<file path="config.mk">
export PLATFORM = sky130hd
export DESIGN_NAME = hpdc_config_regs
export DESIGN_NICKNAME = d
export VERILOG_FILES = /design/src/verilog/hpdc_pkg.sv /design/src/verilog/hpdc_timer_if.sv /design/src/verilog/hpdc_config_regs.sv /design/src/verilog/hpdc_settle_timer.sv
export SDC_FILE = /design/constraint.sdc
export NUM_CORES = 1
export LEC_CHECK = 0
export BUFFER_PORTS_ARGS = -buffer_cell sky130_fd_sc_hd__buf_2
export CORE_MARGIN = 2
export CORE_UTILIZATION = 25
export DETAILED_ROUTE_END_ITERATION = 8
export MAX_ROUTING_LAYER = met4
export PLACE_DENSITY = 0.38
export SLEW_MARGIN = 5
export SYNTH_ARGS = -nofsm -noshare
export SYNTH_HDL_FRONTEND = slang
export SYNTH_SLANG_ARGS = --single-unit
export TNS_END_PERCENT = 5
</file>
<file path="constraint.sdc">
create_clock -name aclk -period 6.4 [get_ports aclk]
set_input_delay 1.28 -clock aclk [delete_from_list [all_inputs] [get_ports aclk]]
set_output_delay 1.28 -clock aclk [all_outputs]
set_load 0.02 [all_outputs]
</file>
<file path="src/verilog/hpdc_pkg.sv">
/*
 * Shared constants for the hub power descriptor configuration block:
 * register indices, reset values, units and bus answer codes.
 * Assumes one 20 MHz clock; byte address of a register is four times its index.
 */
package hpdc_pkg;
  localparam int unsigned ADDR_W = 8;
  localparam int unsigned DATA_W = 32;
  localparam int unsigned IDX_W = 6;
  localparam int unsigned NUM_PORTS = 4;
  // Register indices; the byte address is the index times four.
  localparam logic [IDX_W-1:0] IDX_SP_MAX_POWER = 6'h0c;
  localparam logic [IDX_W-1:0] IDX_BP_MAX_POWER = 6'h0d;
  localparam logic [IDX_W-1:0] IDX_SP_CTRL_CURRENT = 6'h0e;
  localparam logic [IDX_W-1:0] IDX_BP_CTRL_CURRENT = 6'h0f;
  localparam logic [IDX_W-1:0] IDX_SETTLE_TIME = 6'h10;
  localparam logic [IDX_W-1:0] IDX_LANG_HIGH = 6'h11;
  localparam logic [IDX_W-1:0] IDX_LANG_LOW = 6'h12;
  localparam logic [IDX_W-1:0] IDX_STATUS = 6'h20;
  // Reset values.
  localparam logic [7:0] RST_SP_MAX_POWER = 8'h00;
  localparam logic [7:0] RST_BP_MAX_POWER = 8'h32;
  localparam logic [7:0] RST_SP_CTRL_CURRENT = 8'h00;
  localparam logic [7:0] RST_BP_CTRL_CURRENT = 8'h32;
  localparam logic [7:0] RST_SETTLE_TIME = 8'h00;
  localparam logic [7:0] RST_LANG_HIGH = 8'h00;
  localparam logic [7:0] RST_LANG_LOW = 8'h00;
  // Status register field positions.
  localparam int unsigned STAT_MODE_BIT = 0;
  localparam int unsigned STAT_GOOD_LSB = 1;
  // Units and timing.
  localparam int unsigned CURRENT_UNIT_MA = 2;
  localparam int unsigned SETTLE_UNIT_MS = 2;
  localparam int unsigned CLK_HZ = 20000000;
  localparam int unsigned SETTLE_UNIT_CYCLES = CLK_HZ / 1000 * SETTLE_UNIT_MS;
  // Bus answer codes.
  localparam logic [1:0] RESP_OKAY = 2'h0;
  localparam logic [1:0] RESP_SLVERR = 2'h2;
  typedef enum logic [0:0] {HPDC_CH_IDLE = 1'b0, HPDC_CH_RESP = 1'b1} hpdc_ch_state_t;
endpackage

</file>
<file path="src/verilog/hpdc_timer_if.sv">
/*
 * Link between the configuration registers and the port settle timer.
 * Assumes both ends share the block clock.
 */
`timescale 1ns/100ps
interface hpdc_timer_if;
  logic [7:0] settle_time;
  logic [hpdc_pkg::NUM_PORTS-1:0] start;
  logic [hpdc_pkg::NUM_PORTS-1:0] good;
  modport ctrl (output settle_time, output start, input good);
  modport timer (input settle_time, input start, output good);
endinterface
</file>
<file path="src/verilog/hpdc_config_regs.sv">
/*
 * Hub power descriptor configuration registers behind an AXI4-Lite slave.
 * Drives the values the descriptor logic reports to the upstream host and
 * runs the port power settle timer. Assumes one clock, synchronous inputs.
 */
// Implementation choice: the AXI4-Lite register port.
`timescale 1ns/100ps
// Function
// (RL1) Self-powered max power in 2 mA units.
// (RL2) Configurer adds zero-current compound peripheral draw.
// (RL3) Bus-powered max power in 2 mA units.
// (RL4) Bus-powered max power resets to 50.
// (RL5) Configurer keeps self-powered values at 100 mA.
// (RL6) Self-powered controller current in 2 mA.
// (RL7) Bus-powered controller current, resets to 50.
// (RL8) Settle time counts 2 ms intervals per port.
// (RL9) Language ID: high byte upper, low lower.
// (RL10) Power mode selects reported current values.
module hpdc_config_regs #(
  parameter int unsigned TICK_CYCLES = hpdc_pkg::SETTLE_UNIT_CYCLES
) (
  input wire logic aclk,
  input wire logic aresetn,
  input wire logic [hpdc_pkg::ADDR_W-1:0] s_axi_awaddr,
  input wire logic s_axi_awvalid,
  output logic s_axi_awready,
  input wire logic [hpdc_pkg::DATA_W-1:0] s_axi_wdata,
  input wire logic [3:0] s_axi_wstrb,
  input wire logic s_axi_wvalid,
  output logic s_axi_wready,
  output logic [1:0] s_axi_bresp,
  output logic s_axi_bvalid,
  input wire logic s_axi_bready,
  input wire logic [hpdc_pkg::ADDR_W-1:0] s_axi_araddr,
  input wire logic s_axi_arvalid,
  output logic s_axi_arready,
  output logic [hpdc_pkg::DATA_W-1:0] s_axi_rdata,
  output logic [1:0] s_axi_rresp,
  output logic s_axi_rvalid,
  input wire logic s_axi_rready,
  input wire logic self_powered,
  input wire logic [hpdc_pkg::NUM_PORTS-1:0] port_power_start,
  output logic [hpdc_pkg::NUM_PORTS-1:0] port_power_good,
  output logic [7:0] desc_max_power,
  output logic [7:0] desc_controller_current,
  output logic [7:0] desc_settle_time,
  output logic [15:0] desc_language_id
);
  localparam int unsigned IW = hpdc_pkg::IDX_W;

  // True when a byte address selects the register of the given index.
  function automatic logic idx_hit(input logic [hpdc_pkg::ADDR_W-1:0] addr,
                                   input logic [IW-1:0] idx);
    return addr[hpdc_pkg::ADDR_W-1:2] == idx;
  endfunction

  // True for every address that holds a register; the config bytes are contiguous.
  function automatic logic addr_mapped(input logic [hpdc_pkg::ADDR_W-1:0] addr);
    return (addr[hpdc_pkg::ADDR_W-1:2] >= hpdc_pkg::IDX_SP_MAX_POWER &&
            addr[hpdc_pkg::ADDR_W-1:2] <= hpdc_pkg::IDX_LANG_LOW) ||
           idx_hit(addr, hpdc_pkg::IDX_STATUS);
  endfunction
  hpdc_timer_if tif ();

  //////////////////////////////////////////////////////////////////////////////
  // Write channel state.
  hpdc_pkg::hpdc_ch_state_t wr_state_reg;
  hpdc_pkg::hpdc_ch_state_t wr_state_next;
  logic aw_held_reg;
  logic aw_held_next;
  logic w_held_reg;
  logic w_held_next;
  logic [hpdc_pkg::ADDR_W-1:0] waddr_reg;
  logic [hpdc_pkg::ADDR_W-1:0] waddr_next;
  logic [7:0] wbyte_reg;
  logic [7:0] wbyte_next;
  logic wlane_reg;
  logic wlane_next;
  logic [1:0] bresp_reg;
  logic [1:0] bresp_next;
  logic wr_commit;

  assign s_axi_awready = !aw_held_reg && wr_state_reg == hpdc_pkg::HPDC_CH_IDLE;
  assign s_axi_wready = !w_held_reg && wr_state_reg == hpdc_pkg::HPDC_CH_IDLE;
  assign s_axi_bvalid = wr_state_reg == hpdc_pkg::HPDC_CH_RESP;
  assign s_axi_bresp = bresp_reg;
  // Address and data may arrive in either order; the write acts once both are in.
  assign wr_commit = aw_held_reg && w_held_reg;

  // Only byte lane 0 carries register data, so only its strobe matters.
  always_comb begin
    wr_state_next = wr_state_reg;
    aw_held_next = aw_held_reg;
    w_held_next = w_held_reg;
    waddr_next = waddr_reg;
    wbyte_next = wbyte_reg;
    wlane_next = wlane_reg;
    bresp_next = bresp_reg;
    if (s_axi_awvalid && s_axi_awready) begin
      aw_held_next = 1'b1;
      waddr_next = s_axi_awaddr;
    end
    if (s_axi_wvalid && s_axi_wready) begin
      w_held_next = 1'b1;
      wbyte_next = s_axi_wdata[7:0];
      wlane_next = s_axi_wstrb[0];
    end
    case (wr_state_reg)
      hpdc_pkg::HPDC_CH_IDLE: begin
        if (wr_commit) begin
          aw_held_next = 1'b0;
          w_held_next = 1'b0;
          wr_state_next = hpdc_pkg::HPDC_CH_RESP;
          bresp_next = addr_mapped(waddr_reg) ? hpdc_pkg::RESP_OKAY : hpdc_pkg::RESP_SLVERR;
        end
      end
      hpdc_pkg::HPDC_CH_RESP: begin
        if (s_axi_bready) begin
          wr_state_next = hpdc_pkg::HPDC_CH_IDLE;
        end
      end
      default: begin
        wr_state_next = hpdc_pkg::HPDC_CH_IDLE;
      end
    endcase
  end

  always_ff @(posedge aclk) begin
    if (!aresetn) begin
      wr_state_reg <= hpdc_pkg::HPDC_CH_IDLE;
      aw_held_reg <= 1'b0;
      w_held_reg <= 1'b0;
      waddr_reg <= '0;
      wbyte_reg <= 8'h00;
      wlane_reg <= 1'b0;
      bresp_reg <= hpdc_pkg::RESP_OKAY;
    end else begin
      wr_state_reg <= wr_state_next;
      aw_held_reg <= aw_held_next;
      w_held_reg <= w_held_next;
      waddr_reg <= waddr_next;
      wbyte_reg <= wbyte_next;
      wlane_reg <= wlane_next;
      bresp_reg <= bresp_next;
    end
  end

  //////////////////////////////////////////////////////////////////////////////
  // Configuration registers. Ranges are not clamped: keeping the self-powered
  // bytes within the bus limit is left to software. [RL5]
  logic [7:0] sp_max_power_reg;
  logic [7:0] sp_max_power_next;
  logic [7:0] bp_max_power_reg;
  logic [7:0] bp_max_power_next;
  logic [7:0] sp_ctrl_current_reg;
  logic [7:0] sp_ctrl_current_next;
  logic [7:0] bp_ctrl_current_reg;
  logic [7:0] bp_ctrl_current_next;
  logic [7:0] settle_time_reg;
  logic [7:0] settle_time_next;
  logic [7:0] lang_high_reg;
  logic [7:0] lang_high_next;
  logic [7:0] lang_low_reg;
  logic [7:0] lang_low_next;
  logic wr_lane0;

  assign wr_lane0 = wr_commit && wr_state_reg == hpdc_pkg::HPDC_CH_IDLE && wlane_reg;

  // Stored bytes are the raw 2 mA and 2 ms figures with no conversion. [RL1] [RL3] [RL6]
  always_comb begin
    sp_max_power_next = sp_max_power_reg;
    bp_max_power_next = bp_max_power_reg;
    sp_ctrl_current_next = sp_ctrl_current_reg;
    bp_ctrl_current_next = bp_ctrl_current_reg;
    settle_time_next = settle_time_reg;
    lang_high_next = lang_high_reg;
    lang_low_next = lang_low_reg;
    if (wr_lane0) begin
      if (idx_hit(waddr_reg, hpdc_pkg::IDX_SP_MAX_POWER)) begin
        sp_max_power_next = wbyte_reg;
      end else if (idx_hit(waddr_reg, hpdc_pkg::IDX_BP_MAX_POWER)) begin
        bp_max_power_next = wbyte_reg;
      end else if (idx_hit(waddr_reg, hpdc_pkg::IDX_SP_CTRL_CURRENT)) begin
        sp_ctrl_current_next = wbyte_reg;
      end else if (idx_hit(waddr_reg, hpdc_pkg::IDX_BP_CTRL_CURRENT)) begin
        bp_ctrl_current_next = wbyte_reg;
      end else if (idx_hit(waddr_reg, hpdc_pkg::IDX_SETTLE_TIME)) begin
        settle_time_next = wbyte_reg;
      end else if (idx_hit(waddr_reg, hpdc_pkg::IDX_LANG_HIGH)) begin
        lang_high_next = wbyte_reg;
      end else if (idx_hit(waddr_reg, hpdc_pkg::IDX_LANG_LOW)) begin
        lang_low_next = wbyte_reg;
      end
    end
  end

  // Both bus-powered figures come up at 100 mA. [RL4] [RL7]
  always_ff @(posedge aclk) begin
    if (!aresetn) begin
      sp_max_power_reg <= hpdc_pkg::RST_SP_MAX_POWER;
      bp_max_power_reg <= hpdc_pkg::RST_BP_MAX_POWER;
      sp_ctrl_current_reg <= hpdc_pkg::RST_SP_CTRL_CURRENT;
      bp_ctrl_current_reg <= hpdc_pkg::RST_BP_CTRL_CURRENT;
      settle_time_reg <= hpdc_pkg::RST_SETTLE_TIME;
      lang_high_reg <= hpdc_pkg::RST_LANG_HIGH;
      lang_low_reg <= hpdc_pkg::RST_LANG_LOW;
    end else begin
      sp_max_power_reg <= sp_max_power_next;
      bp_max_power_reg <= bp_max_power_next;
      sp_ctrl_current_reg <= sp_ctrl_current_next;
      bp_ctrl_current_reg <= bp_ctrl_current_next;
      settle_time_reg <= settle_time_next;
      lang_high_reg <= lang_high_next;
      lang_low_reg <= lang_low_next;
    end
  end

  //////////////////////////////////////////////////////////////////////////////
  // Read channel.
  hpdc_pkg::hpdc_ch_state_t rd_state_reg;
  hpdc_pkg::hpdc_ch_state_t rd_state_next;
  logic [hpdc_pkg::DATA_W-1:0] rdata_reg;
  logic [hpdc_pkg::DATA_W-1:0] rdata_next;
  logic [1:0] rresp_reg;
  logic [1:0] rresp_next;
  logic [7:0] rd_byte;
  logic [hpdc_pkg::DATA_W-1:0] status_word;

  assign s_axi_arready = rd_state_reg == hpdc_pkg::HPDC_CH_IDLE;
  assign s_axi_rvalid = rd_state_reg == hpdc_pkg::HPDC_CH_RESP;
  assign s_axi_rdata = rdata_reg;
  assign s_axi_rresp = rresp_reg;

  // Status shows the live power mode and each port's settle state.
  always_comb begin
    status_word = '0;
    status_word[hpdc_pkg::STAT_MODE_BIT] = self_powered;
    status_word[hpdc_pkg::STAT_GOOD_LSB +: hpdc_pkg::NUM_PORTS] = tif.good;
  end

  // Byte registers sit in the low lane; upper bits read as zero.
  always_comb begin
    rd_byte = 8'h00;
    if (idx_hit(s_axi_araddr, hpdc_pkg::IDX_SP_MAX_POWER)) begin
      rd_byte = sp_max_power_reg;
    end else if (idx_hit(s_axi_araddr, hpdc_pkg::IDX_BP_MAX_POWER)) begin
      rd_byte = bp_max_power_reg;
    end else if (idx_hit(s_axi_araddr, hpdc_pkg::IDX_SP_CTRL_CURRENT)) begin
      rd_byte = sp_ctrl_current_reg;
    end else if (idx_hit(s_axi_araddr, hpdc_pkg::IDX_BP_CTRL_CURRENT)) begin
      rd_byte = bp_ctrl_current_reg;
    end else if (idx_hit(s_axi_araddr, hpdc_pkg::IDX_SETTLE_TIME)) begin
      rd_byte = settle_time_reg;
    end else if (idx_hit(s_axi_araddr, hpdc_pkg::IDX_LANG_HIGH)) begin
      rd_byte = lang_high_reg;
    end else if (idx_hit(s_axi_araddr, hpdc_pkg::IDX_LANG_LOW)) begin
      rd_byte = lang_low_reg;
    end
  end

  always_comb begin
    rd_state_next = rd_state_reg;
    rdata_next = rdata_reg;
    rresp_next = rresp_reg;
    case (rd_state_reg)
      hpdc_pkg::HPDC_CH_IDLE: begin
        if (s_axi_arvalid) begin
          rd_state_next = hpdc_pkg::HPDC_CH_RESP;
          rresp_next = addr_mapped(s_axi_araddr) ? hpdc_pkg::RESP_OKAY : hpdc_pkg::RESP_SLVERR;
          rdata_next = idx_hit(s_axi_araddr, hpdc_pkg::IDX_STATUS) ? status_word :
                       {{(hpdc_pkg::DATA_W - 8){1'b0}}, rd_byte};
        end
      end
      hpdc_pkg::HPDC_CH_RESP: begin
        if (s_axi_rready) begin
          rd_state_next = hpdc_pkg::HPDC_CH_IDLE;
        end
      end
      default: begin
        rd_state_next = hpdc_pkg::HPDC_CH_IDLE;
      end
    endcase
  end

  always_ff @(posedge aclk) begin
    if (!aresetn) begin
      rd_state_reg <= hpdc_pkg::HPDC_CH_IDLE;
      rdata_reg <= '0;
      rresp_reg <= hpdc_pkg::RESP_OKAY;
    end else begin
      rd_state_reg <= rd_state_next;
      rdata_reg <= rdata_next;
      rresp_reg <= rresp_next;
    end
  end

  //////////////////////////////////////////////////////////////////////////////
  // Descriptor values. A compound peripheral's draw is not added here; the
  // configured byte is reported as written. [RL2]
  logic [7:0] max_power_next;
  logic [7:0] ctrl_current_next;

  // The present power mode picks which pair the host sees. [RL10]
  always_comb begin
    max_power_next = self_powered ? sp_max_power_reg : bp_max_power_reg;
    ctrl_current_next = self_powered ? sp_ctrl_current_reg : bp_ctrl_current_reg;
  end

  always_ff @(posedge aclk) begin
    if (!aresetn) begin
      desc_max_power <= hpdc_pkg::RST_BP_MAX_POWER;
      desc_controller_current <= hpdc_pkg::RST_BP_CTRL_CURRENT;
      desc_settle_time <= hpdc_pkg::RST_SETTLE_TIME;
      desc_language_id <= {hpdc_pkg::RST_LANG_HIGH, hpdc_pkg::RST_LANG_LOW};
    end else begin
      desc_max_power <= max_power_next;
      desc_controller_current <= ctrl_current_next;
      desc_settle_time <= settle_time_reg; // [RL8]
      desc_language_id <= {lang_high_reg, lang_low_reg}; // [RL9]
    end
  end

  //////////////////////////////////////////////////////////////////////////////
  // Port settle timing.
  assign tif.settle_time = settle_time_reg; // [RL8]
  assign tif.start = port_power_start;
  assign port_power_good = tif.good;

  hpdc_settle_timer #(.TICK_CYCLES(TICK_CYCLES)) u_settle_timer (
    .aclk(aclk),
    .aresetn(aresetn),
    .tif(tif)
  );
endmodule

</file>
<file path="src/verilog/hpdc_settle_timer.sv">
/*
 * Per-port power settle timer counting in 2 ms ticks.
 * Assumes start pulses are one cycle wide and synchronous to aclk.
 */
`timescale 1ns/100ps
module hpdc_settle_timer #(
  parameter int unsigned TICK_CYCLES = hpdc_pkg::SETTLE_UNIT_CYCLES
) (
  input wire logic aclk,
  input wire logic aresetn,
  hpdc_timer_if.timer tif
);
  localparam int unsigned TW = $clog2(TICK_CYCLES);
  localparam logic [TW-1:0] TICK_LAST = TW'(TICK_CYCLES - 1);
  localparam logic [8:0] CNT_ZERO = 9'h000;
  localparam logic [8:0] CNT_ONE = 9'h001;

  logic [TW-1:0] div_reg;
  logic [TW-1:0] div_next;
  logic tick;

  //////////////////////////////////////////////////////////////////////////////
  // Free-running divider; one tick per settle unit.
  assign tick = (div_reg == TICK_LAST);

  always_comb begin
    div_next = tick ? '0 : div_reg + TW'(1);
  end

  always_ff @(posedge aclk) begin
    if (!aresetn) begin
      div_reg <= '0;
    end else begin
      div_reg <= div_next;
    end
  end

  //////////////////////////////////////////////////////////////////////////////
  // One counter per port. The tick runs free, so the first interval may be
  // partial; a nonzero setting loads one extra tick so the wait is never shorter than asked.
  genvar gi;
  generate
    for (gi = 0; gi < hpdc_pkg::NUM_PORTS; gi++) begin : g_port
      logic [8:0] cnt_reg;
      logic [8:0] cnt_next;
      logic active_reg;
      logic active_next;
      logic good_reg;
      logic good_next;

      // Start loads the count, zero count ends the sequence. [RL8]
      always_comb begin
        cnt_next = cnt_reg;
        active_next = active_reg;
        good_next = good_reg;
        if (tif.start[gi]) begin
          cnt_next = (tif.settle_time == 8'h00) ? CNT_ZERO : {1'b0, tif.settle_time} + CNT_ONE;
          active_next = 1'b1;
          good_next = 1'b0;
        end else if (active_reg && cnt_reg == CNT_ZERO) begin
          active_next = 1'b0;
          good_next = 1'b1;
        end else if (active_reg && tick) begin
          cnt_next = cnt_reg - CNT_ONE;
        end
      end

      always_ff @(posedge aclk) begin
        if (!aresetn) begin
          cnt_reg <= CNT_ZERO;
          active_reg <= 1'b0;
          good_reg <= 1'b0;
        end else begin
          cnt_reg <= cnt_next;
          active_reg <= active_next;
          good_reg <= good_next;
        end
      end

      assign tif.good[gi] = good_reg;

    end
  endgenerate
endmodule

</file>
==> flow_metrics.env, run 1 <==
export IMPL_status="finished clean"
export IMPL_io_pins=149
export IMPL_synth_edf_count=0
export IMPL_busiest_layer="met2"
export IMPL_setup_violations_final=0
export IMPL_clkSinkCount=185
export IMPL_placed_area_sq_um=9370
export IMPL_syn_avg_cell_area_sq_um=8.89
export IMPL_place_congestion=0.735
export IMPL_async_reset_ff_share_pct=0
export IMPL_first_iter_violations=435
export IMPL_cp_slowest_cell="buf_2"
export IMPL_post_cts_buffers=0
export IMPL_core_area_sq_um=34400
export IMPL_die_h_um=190
export IMPL_die_w_um=190
export IMPL_vias=7122
export IMPL_hpwl_um=18000
export IMPL_cp_required_ns=6.78
export IMPL_drc=0
export IMPL_path_max_fanout=54
export IMPL_cts_hold_buffers=0
export IMPL_critPathLaunchType="input port"
export IMPL_multiInputGateArea_sq_um=4500
export IMPL_htree_levels=4
export IMPL_fin_crit_sh_pct=43.1
export IMPL_drt_total_wl_um=25900
export IMPL_yosysMostFrequentCell="dfxtp_1"
export IMPL_leakage_nw=4.08
export IMPL_portBuffers=91
export IMPL_largest_register_ffs=36
export IMPL_synthFlopType="dfxtp_1"
export IMPL_rsz0062_at_grt="no"
export IMPL_rows=68
export IMPL_initial_core_util_pct=25.3
export IMPL_grt_max_degree=62
export IMPL_worst_pin_slew_ns=1.14
export IMPL_netlist_top_cells_area="dfxtp_1 (43%), mux2i_1 (10%), nor2_1 (5.0%)"
export IMPL_grt_util_met2_pct=24.1
export IMPL_dieArea_sq_um=36300
export IMPL_crit_family="buffers and inverters"
export IMPL_drive_above_1_share_pct=14.8
export IMPL_wl_per_cell_um=17.4
export IMPL_relSlewSlack_pct=23.0
export IMPL_cts_resized=0
export IMPL_synth_cell_types=68
export IMPL_grt_pass1_wl_um=40900
export IMPL_fmax_mhz=362
export IMPL_clock_latency_ns=0.44
export IMPL_period_minus_slack_ns=2.76
export IMPL_regArea_sq_um=3700
export IMPL_clock_skew_ns=0.0119
export IMPL_grt_ovfl_total=0
export IMPL_worst_path_buf_inv=3
export IMPL_finalNetCount=1091
export IMPL_hold_path_class="reg -> reg"
export IMPL_setup_tns_final_ns=0
export IMPL_yosys_top_cells_count="dfxtp_1 (185), nor2_1 (115), mux2i_1 (89)"
export IMPL_power_density_nw_per_um2=253
export IMPL_nFillCells=3788
export IMPL_ir_drop_v=0.000193
export IMPL_grt_pass1_vias=6869
export IMPL_cap_violations=0
export IMPL_gr_usage_all_layers_pct=15.0
export IMPL_antenna_left=0
export IMPL_cts_path_max_buffers=2
export IMPL_critical_path_arrival_ns=3.14
export IMPL_use_met1_pct=19.4
export IMPL_use_met3_pct=2.26
export IMPL_end_kind="flop"
export IMPL_yosys_warnings=0
export IMPL_cts_root_buf="clkbuf_16"
export IMPL_path_class="in -> reg"
export IMPL_slew_violations=0
export IMPL_detail_route_vias_per_cell=4.78
export IMPL_critPathMaxStageDelay_ns=0.50
export IMPL_final_area_sq_um=10000
export IMPL_syn_to_final_growth_pct=15.1
export IMPL_clk_pin_slew_ns=0.07
export IMPL_antenna_found_initial=0
export IMPL_dr_pass1_iters=5
export IMPL_finalHoldViolCount=0
export IMPL_synth_cells=977
export IMPL_cts_tree="built"
export IMPL_synth_seq_area_share_pct=42.6
export IMPL_path_cells="buf_2 -> clkinv_2 -> buf_4 -> or3_1 -> or4_1 -> nand3_1"
export IMPL_yosys_area_top_type="dfxtp_1"
export IMPL_cts_buffers=17
export IMPL_synth_top_area_share_pct=42.6
export IMPL_ys_ff_latch=185
export IMPL_netlist_area_sq_um=8690
-- stage by stage --
stage,std cells,utilization [%],power (mW),hold WS [ns],worst slack [ns]
CTS,1488,29.1,2.58,0.444,3.62
global route,1488,29.1,2.65,0.452,3.41
detailed placement,1456,27.3,1.43,0.434,3.15
finish,1489,29.1,2.53,0.441,3.64
floorplan,1002,-,1.37,0.413,3.68
global placement,1456,27.3,1.43,0.427,3.16
-- report_power, final --
part | internal (mW) | switching [mW]
Clock | 0.651 | 0.485
Sequential | 1.17 | 0.0297
Combinational | 0.0627 | 0.133
Total | 1.89 | 0.647
-- worst reg2reg max path: stages, from the launching register on --
cell      delay (ns)
dfxtp_1         0.35
inv_1           0.07
ha_1            0.19
or4b_2          0.61
o21ai_0         0.91
o21ai_0         0.22
a311oi_1        0.30
-- cells by family after synthesis --
kind of cell               synth area share [%]
buffers and inverters                      6.75
xor gates and xnor gates                   1.61
DFF                                        42.6
adders and majority gates                  1.01
and+or+nand+nor                            25.0
other                                    0.0432
AOI/OAI and AO/OA                          12.2
muxes                                      10.8
-- placed cells by master, fill, tap and decap left out, types with 5 or more instances in the layout --
cell type  count
dfxtp_1      185
nor2_1       115
buf_2         91
mux2i_1       89
nand2_1       59
nand3_1       34
a21oi_1       32
and2_1        29
or3_1         29
conb_1        26
nor3_1        22
inv_1         21
clkbuf_16     17
or4_1         16
nand4_1       16
o31ai_1       15
nor4b_1       12
a31oi_1       12
o21ai_0       11
nor4_1        11
xor2_1        11
nor2b_1       10
nand3b_1       9
o2bb2ai_1      7
ha_1           7
buf_4          7
a211oi_1       6
o211ai_1       6
nand4b_1       6
nand2b_1       5
or2_2          5
o21a_1         5
and3_1         5
xnor2_1        5
o2111ai_1      5
-- final cells by class --
type,instances,area share [%]
Antenna cell,1,0.0250
Clock buffer,20,4.67
Clock inverter,12,1.63
Inverter,23,0.876
Multi-Input combinational cell,695,45.0
Sequential cell,185,37.0
Tap cell,455,5.69
Timing Repair Buffer,98,5.08
-- final timing paths --
kind                                       startpoint                                   to  slack [ns]  depth (start not counted)
setup / recovery                              aresetn  u_settle_timer.g_port[1].cnt_reg[3]        3.64                          6
hold / removal              u_settle_timer.div_reg[0]            u_settle_timer.div_reg[0]        0.44                          1
setup reg to reg  u_settle_timer.g_port[0].cnt_reg[0]  u_settle_timer.g_port[0].cnt_reg[0]        3.66                          6
hold reg to reg             u_settle_timer.div_reg[0]            u_settle_timer.div_reg[0]        0.44                          1
-- metal layers --
layer / vias to the layer above / share of wire (%)
li1: 3567 / -
met1: 3418 / 48
met2: 117 / 48
met3: 20 / 2.7
met4: 0 / 1.4
met5: - / 0
Note: power is estimated with default switching activity, not from simulation.
==> run 2, diff against run 1 <==
- clock period: 6.4 -> 2.6 ns (I/O delays scaled with it)
==> flow_metrics.env, run 2 (synthesized netlist as in run 1, its figures left out) <==
export IMPL_reg2reg_slack_ns=0.1
export IMPL_crit_cells=5
export IMPL_htree_levels=4
export IMPL_status="finished clean"
export IMPL_dp_slack_ns=0.113
export IMPL_whs_endpoint="wbyte_reg[3]"
export IMPL_io_pins=149
export IMPL_critPathLaunchType="flop"
export IMPL_path_class="reg -> reg"
export IMPL_worst_path_buf_inv=1
export IMPL_grt_ovfl_total=0
export IMPL_worst_pin_slew_ns=0.883
export IMPL_fin_crit_sh_pct=96.2
export IMPL_core_area_sq_um=34400
export IMPL_crit_top_cell="or4_4"
export IMPL_final_common_cell="dfxtp_1"
export IMPL_fmax_mhz=400
export IMPL_use_met3_pct=2.93
export IMPL_vias=7238
export IMPL_drt_total_wl_um=26600
export IMPL_cap_violations=0
export IMPL_grt_max_degree=89
export IMPL_detail_route_vias_per_cell=4.77
export IMPL_power_density_nw_per_um2=599
export IMPL_path_cells="or4_4 -> or4_4 -> buf_12 -> or4_1 -> a31oi_1"
export IMPL_syn_to_final_growth_pct=17.6
export IMPL_clk_pin_slew_ns=0.08
export IMPL_drc=0
export IMPL_end_kind="flop"
export IMPL_critPathMaxStageDelay_ns=0.73
export IMPL_cp_required_ns=2.96
export IMPL_power_frac_seq_pct=48.3
export IMPL_rows=68
export IMPL_antenna_left=0
export IMPL_clock_skew_ns=0.0113
export IMPL_first_iter_violations=448
export IMPL_grt_pass1_vias=7075
export IMPL_crit_family="simple AND/OR/NAND/NOR gates"
export IMPL_post_cts_buffers=0
export IMPL_portBuffers=91
export IMPL_critical_path_arrival_ns=2.86
export IMPL_busiest_layer="met2"
export IMPL_cts_root_buf="clkbuf_16"
export IMPL_clock_power_share_pct=43.4
export IMPL_rsz0062_at_grt="no"
export IMPL_clock_latency_ns=0.45
export IMPL_cts_path_max_buffers=2
export IMPL_r2r_end="u_settle_timer.g_port[0].cnt_reg[2]"
export IMPL_path_max_fanout=29
export IMPL_setup_violations_final=0
export IMPL_dr_pass1_iters=5
export IMPL_final_cell_mix="dfxtp_1 (184), nor2_1 (115), buf_2 (91)"
export IMPL_cts_hold_buffers=0
export IMPL_pwr_share_comb_pct=8.2
export IMPL_relSlewSlack_pct=41.2
export IMPL_p_total_mw=6.12
export IMPL_finalHoldViolCount=0
export IMPL_hpwl_um=18500
export IMPL_reg2reg_from="u_settle_timer.div_reg[8]"
export IMPL_grt_util_met2_pct=25.4
export IMPL_wl_per_cell_um=17.5
export IMPL_switching_share_pct=27.7
export IMPL_final_core_util_pct=29.7
export IMPL_gr_usage_all_layers_pct=15.5
export IMPL_antenna_found_initial=0
export IMPL_die_w_um=190
export IMPL_dieArea_sq_um=36300
export IMPL_period_minus_slack_ns=2.50
export IMPL_reg2regPathDepth=5
export IMPL_finalNetCount=1120
export IMPL_leakage_nw=4.22
export IMPL_use_met1_pct=19.8
export IMPL_setup_ws_ns=0.0985
export IMPL_grt_pass1_wl_um=42000
export IMPL_cts_tree="built"
export IMPL_cts_buffers=17
export IMPL_largest_register_ffs=36
export IMPL_initial_core_util_pct=25.3
export IMPL_drive_above_1_share_pct=17.2
export IMPL_setup_tns_final_ns=0
export IMPL_internal_power_mw=4.42
export IMPL_clkSinkCount=185
export IMPL_die_h_um=190
export IMPL_cp_slowest_cell="or4_4"
export IMPL_place_congestion=0.775
export IMPL_slew_violations=0
export IMPL_hold_path_startpoint="s_axi_wdata[3]"
export IMPL_holdPathStages=3
export IMPL_hold_path_class="in -> reg"
export IMPL_ir_drop_v=0.000398
export IMPL_whs_ns=0.305
export IMPL_switchingPower_mw=1.70
==> run 2: cell count changes in the layout (fill, tap and decap cells not counted), sizes merged <==
| cell | before | now |
|---|---|---|
| inv | 23 | 26 |
| buf | 98 | 127 |
| clkinv | 7 | 10 |
| bufinv | 3 | 1 |
| clkbuf | 20 | 17 |
| clkinvlp | 2 | 0 |
| diode | 1 | 2 |
==> run 2: final cells by class <==
cell class	instances	area, sq um
Inverter	23	87.6
Multi-Input combinational cell	695	4500
Antenna cell	2	5.00
Fill cell	3740	24200
Clock inverter	14	165
Clock buffer	17	425
Timing Repair Buffer	127	763
Sequential cell	185	3700
Tap cell	455	569
==> run 2: routing by layer <==
layer	up-vias	routed length (um)	share of wire (%)
li1	3631	-	-
met5	-	0	0
met1	3464	12700	48
met4	0	346	1.3
met3	17	731	2.7
met2	126	12900	48
==> run 2: worst max path at each step <==
stage / startpoint / end / slack, ns
after floorplan: u_settle_timer.div_reg[9] / u_settle_timer.g_port[0].cnt_reg[4] / 0.27
after global placement: u_settle_timer.div_reg[9] / u_settle_timer.g_port[2].cnt_reg[2] / 0.12
after detailed placement: u_settle_timer.div_reg[9] / u_settle_timer.g_port[0].cnt_reg[2] / 0.11
after CTS: u_settle_timer.div_reg[9] / u_settle_timer.g_port[0].cnt_reg[2] / 0.08
after global routing: u_settle_timer.div_reg[9] / u_settle_timer.g_port[0].cnt_reg[2] / 0.005
final: u_settle_timer.div_reg[8] / u_settle_timer.g_port[0].cnt_reg[2] / 0.1
==> run 2: worst min-delay path: stages <==
cell     delay, ns
buf_2         0.09
nand2_1       0.04
a21oi_1       0.05
==> run 2: timing repair <==
action	4_1_cts	5_1_grt
hold endpoints to repair	0	0
endpoints found under the setup margin	0	1
gates resized for setup	0	1
==> run 2: per-stage QoR <==
step | instance area, sq um | cells
after floorplan | 8780 | 1002
after global placement | 9620 | 1485
after detailed placement | 9620 | 1485
after CTS | 10200 | 1516
after global routing | 10200 | 1516
final | 10200 | 1518
==> run 2: power groups by stage <==
| stage | combinational [mW] | sequential (mW) | clock (mW) |
|---|---|---|---|
| after floorplan | 0.386 | 3.00 | 0 |
| after global placement | 0.508 | 3.03 | 0 |
| after detailed placement | 0.505 | 3.03 | 0 |
| after CTS | 0.507 | 2.96 | 2.77 |
| after global routing | 0.559 | 2.97 | 2.89 |
| final | 0.502 | 2.96 | 2.66 |
==> run 3, diff against run 2 <==
- CORE_UTILIZATION: 25 -> 56
- PLACE_DENSITY: 0.38 -> 0.76
==> flow_metrics.env, run 3 (synthesized netlist as in run 1, its figures left out) <==
export IMPL_dp_slack_ns=0.155
export IMPL_grt_max_degree=89
export IMPL_grt_pass1_vias=6591
export IMPL_post_cts_buffers=0
export IMPL_grt_ovfl_total=0
export IMPL_first_iter_violations=640
export IMPL_relSlewSlack_pct=46.2
export IMPL_ir_drop_v=0.000476
export IMPL_slew_violations=0
export IMPL_pwr_share_comb_pct=7.8
export IMPL_clock_latency_ns=0.44
export IMPL_dr_pass1_iters=5
export IMPL_cts_hold_buffers=0
export IMPL_clk_pin_slew_ns=0.08
export IMPL_period_minus_slack_ns=2.46
export IMPL_leakage_nw=4.16
export IMPL_largest_register_ffs=36
export IMPL_setup_violations_final=0
export IMPL_htree_levels=4
export IMPL_setup_tns_final_ns=0
export IMPL_finalNetCount=1104
export IMPL_end_kind="flop"
export IMPL_grt_pass1_wl_um=33700
export IMPL_rsz0062_at_grt="no"
export IMPL_cts_resized=0
export IMPL_power_density_nw_per_um2=631
export IMPL_finalHoldViolCount=0
export IMPL_wl_per_cell_um=17.1
export IMPL_gr_usage_all_layers_pct=26.4
export IMPL_detail_route_vias_per_cell=5.99
export IMPL_setup_ws_ns=0.139
export IMPL_power_frac_seq_pct=47.8
export IMPL_final_cell_mix="dfxtp_1 (185), nor2_1 (115), buf_2 (91)"
export IMPL_path_max_fanout=35
export IMPL_hpwl_um=13900
export IMPL_io_pins=149
export IMPL_hold_path_class="in -> reg"
export IMPL_drt_total_wl_um=21100
export IMPL_syn_to_final_growth_pct=12.6
export IMPL_worst_pin_slew_ns=0.796
export IMPL_initial_core_util_pct=57.2
export IMPL_critical_path_arrival_ns=2.78
export IMPL_die_h_um=129
export IMPL_drive_above_1_share_pct=15.9
export IMPL_fmax_mhz=406
export IMPL_cp_required_ns=2.92
export IMPL_switching_share_pct=26.6
export IMPL_status="finished clean"
export IMPL_reg2reg_slack_ns=0.14
export IMPL_critPathLaunchType="flop"
export IMPL_cts_path_max_buffers=2
export IMPL_cts_tree="built"
export IMPL_rows=45
export IMPL_antenna_cells=0
export IMPL_fin_crit_sh_pct=94.7
export IMPL_clkSinkCount=185
export IMPL_cap_violations=0
export IMPL_clock_power_share_pct=44.4
export IMPL_vias=7390
export IMPL_portBuffers=91
export IMPL_drc=0
export IMPL_switchingPower_mw=1.65
export IMPL_path_class="reg -> reg"
export IMPL_dieArea_sq_um=16500
export IMPL_clock_skew_ns=0.0123
export IMPL_final_common_cell="dfxtp_1"
export IMPL_cts_root_buf="clkbuf_16"
export IMPL_place_congestion=0.855
export IMPL_die_w_um=129
export IMPL_antenna_found_initial=0
export IMPL_cts_buffers=17
export IMPL_antenna_left=0
export IMPL_internal_power_mw=4.53
export IMPL_core_area_sq_um=15200
run 3: per-layer routing:
layer	vias to the layer above	GRT usage (%)	share of wire, %
li1	3594	-	-
met1	3556	33.1	44
met2	208	43.5	49
met3	32	4.57	4.2
met4	0	8.70	2.2
met5	-	-	0
run 3: critical path: stages (launching register included):
cell and delay, ns:
dfxtp_1 0.33, or4_4 0.56, or4_4 0.74, o311a_1 0.41, a311o_1 0.31
run 3: area by class of cell:
cell class	instances	area, sq um
Timing Repair Buffer	111	631
Tap cell	188	235
Multi-Input combinational cell	695	4500
Fill cell	1295	5420
Inverter	23	87.6
Clock buffer	17	425
Sequential cell	185	3700
Clock inverter	15	205
run 3: power by group through the flow:
stage | Combinational (mW) | Sequential [mW] | Clock (mW)
after detailed placement | 0.476 | 3.02 | 0
after CTS | 0.478 | 2.95 | 2.76
after global placement | 0.470 | 3.01 | 0
after global routing | 0.531 | 2.96 | 2.90
after floorplan | 0.386 | 3.00 | 0
final | 0.481 | 2.95 | 2.74
run 3: final timing paths:
check,cells after the start,startpoint,endpoint
worst min register to register,1,u_settle_timer.div_reg[0],u_settle_timer.div_reg[0]
worst max register to register,4,u_settle_timer.div_reg[9],u_settle_timer.g_port[2].cnt_reg[2]
worst max-delay path,4,u_settle_timer.div_reg[9],u_settle_timer.g_port[2].cnt_reg[2]
worst min-delay path,3,s_axi_awaddr[2],waddr_reg[2]
run 3: per-stage QoR:
step	std cells	power (mW)	hold slack [ns]	utilization, %	instance area [sq um]
2_1_floorplan	1002	3.38	0.413	-	8780
3_3_place_gp	1202	3.48	0.425	60.2	9160
3_5_place_dp	1202	3.49	0.434	60.2	9160
4_1_cts	1234	6.19	0.306	64.4	9790
5_1_grt	1234	6.39	0.314	64.4	9790
6_report	1234	6.18	0.310	64.4	9790
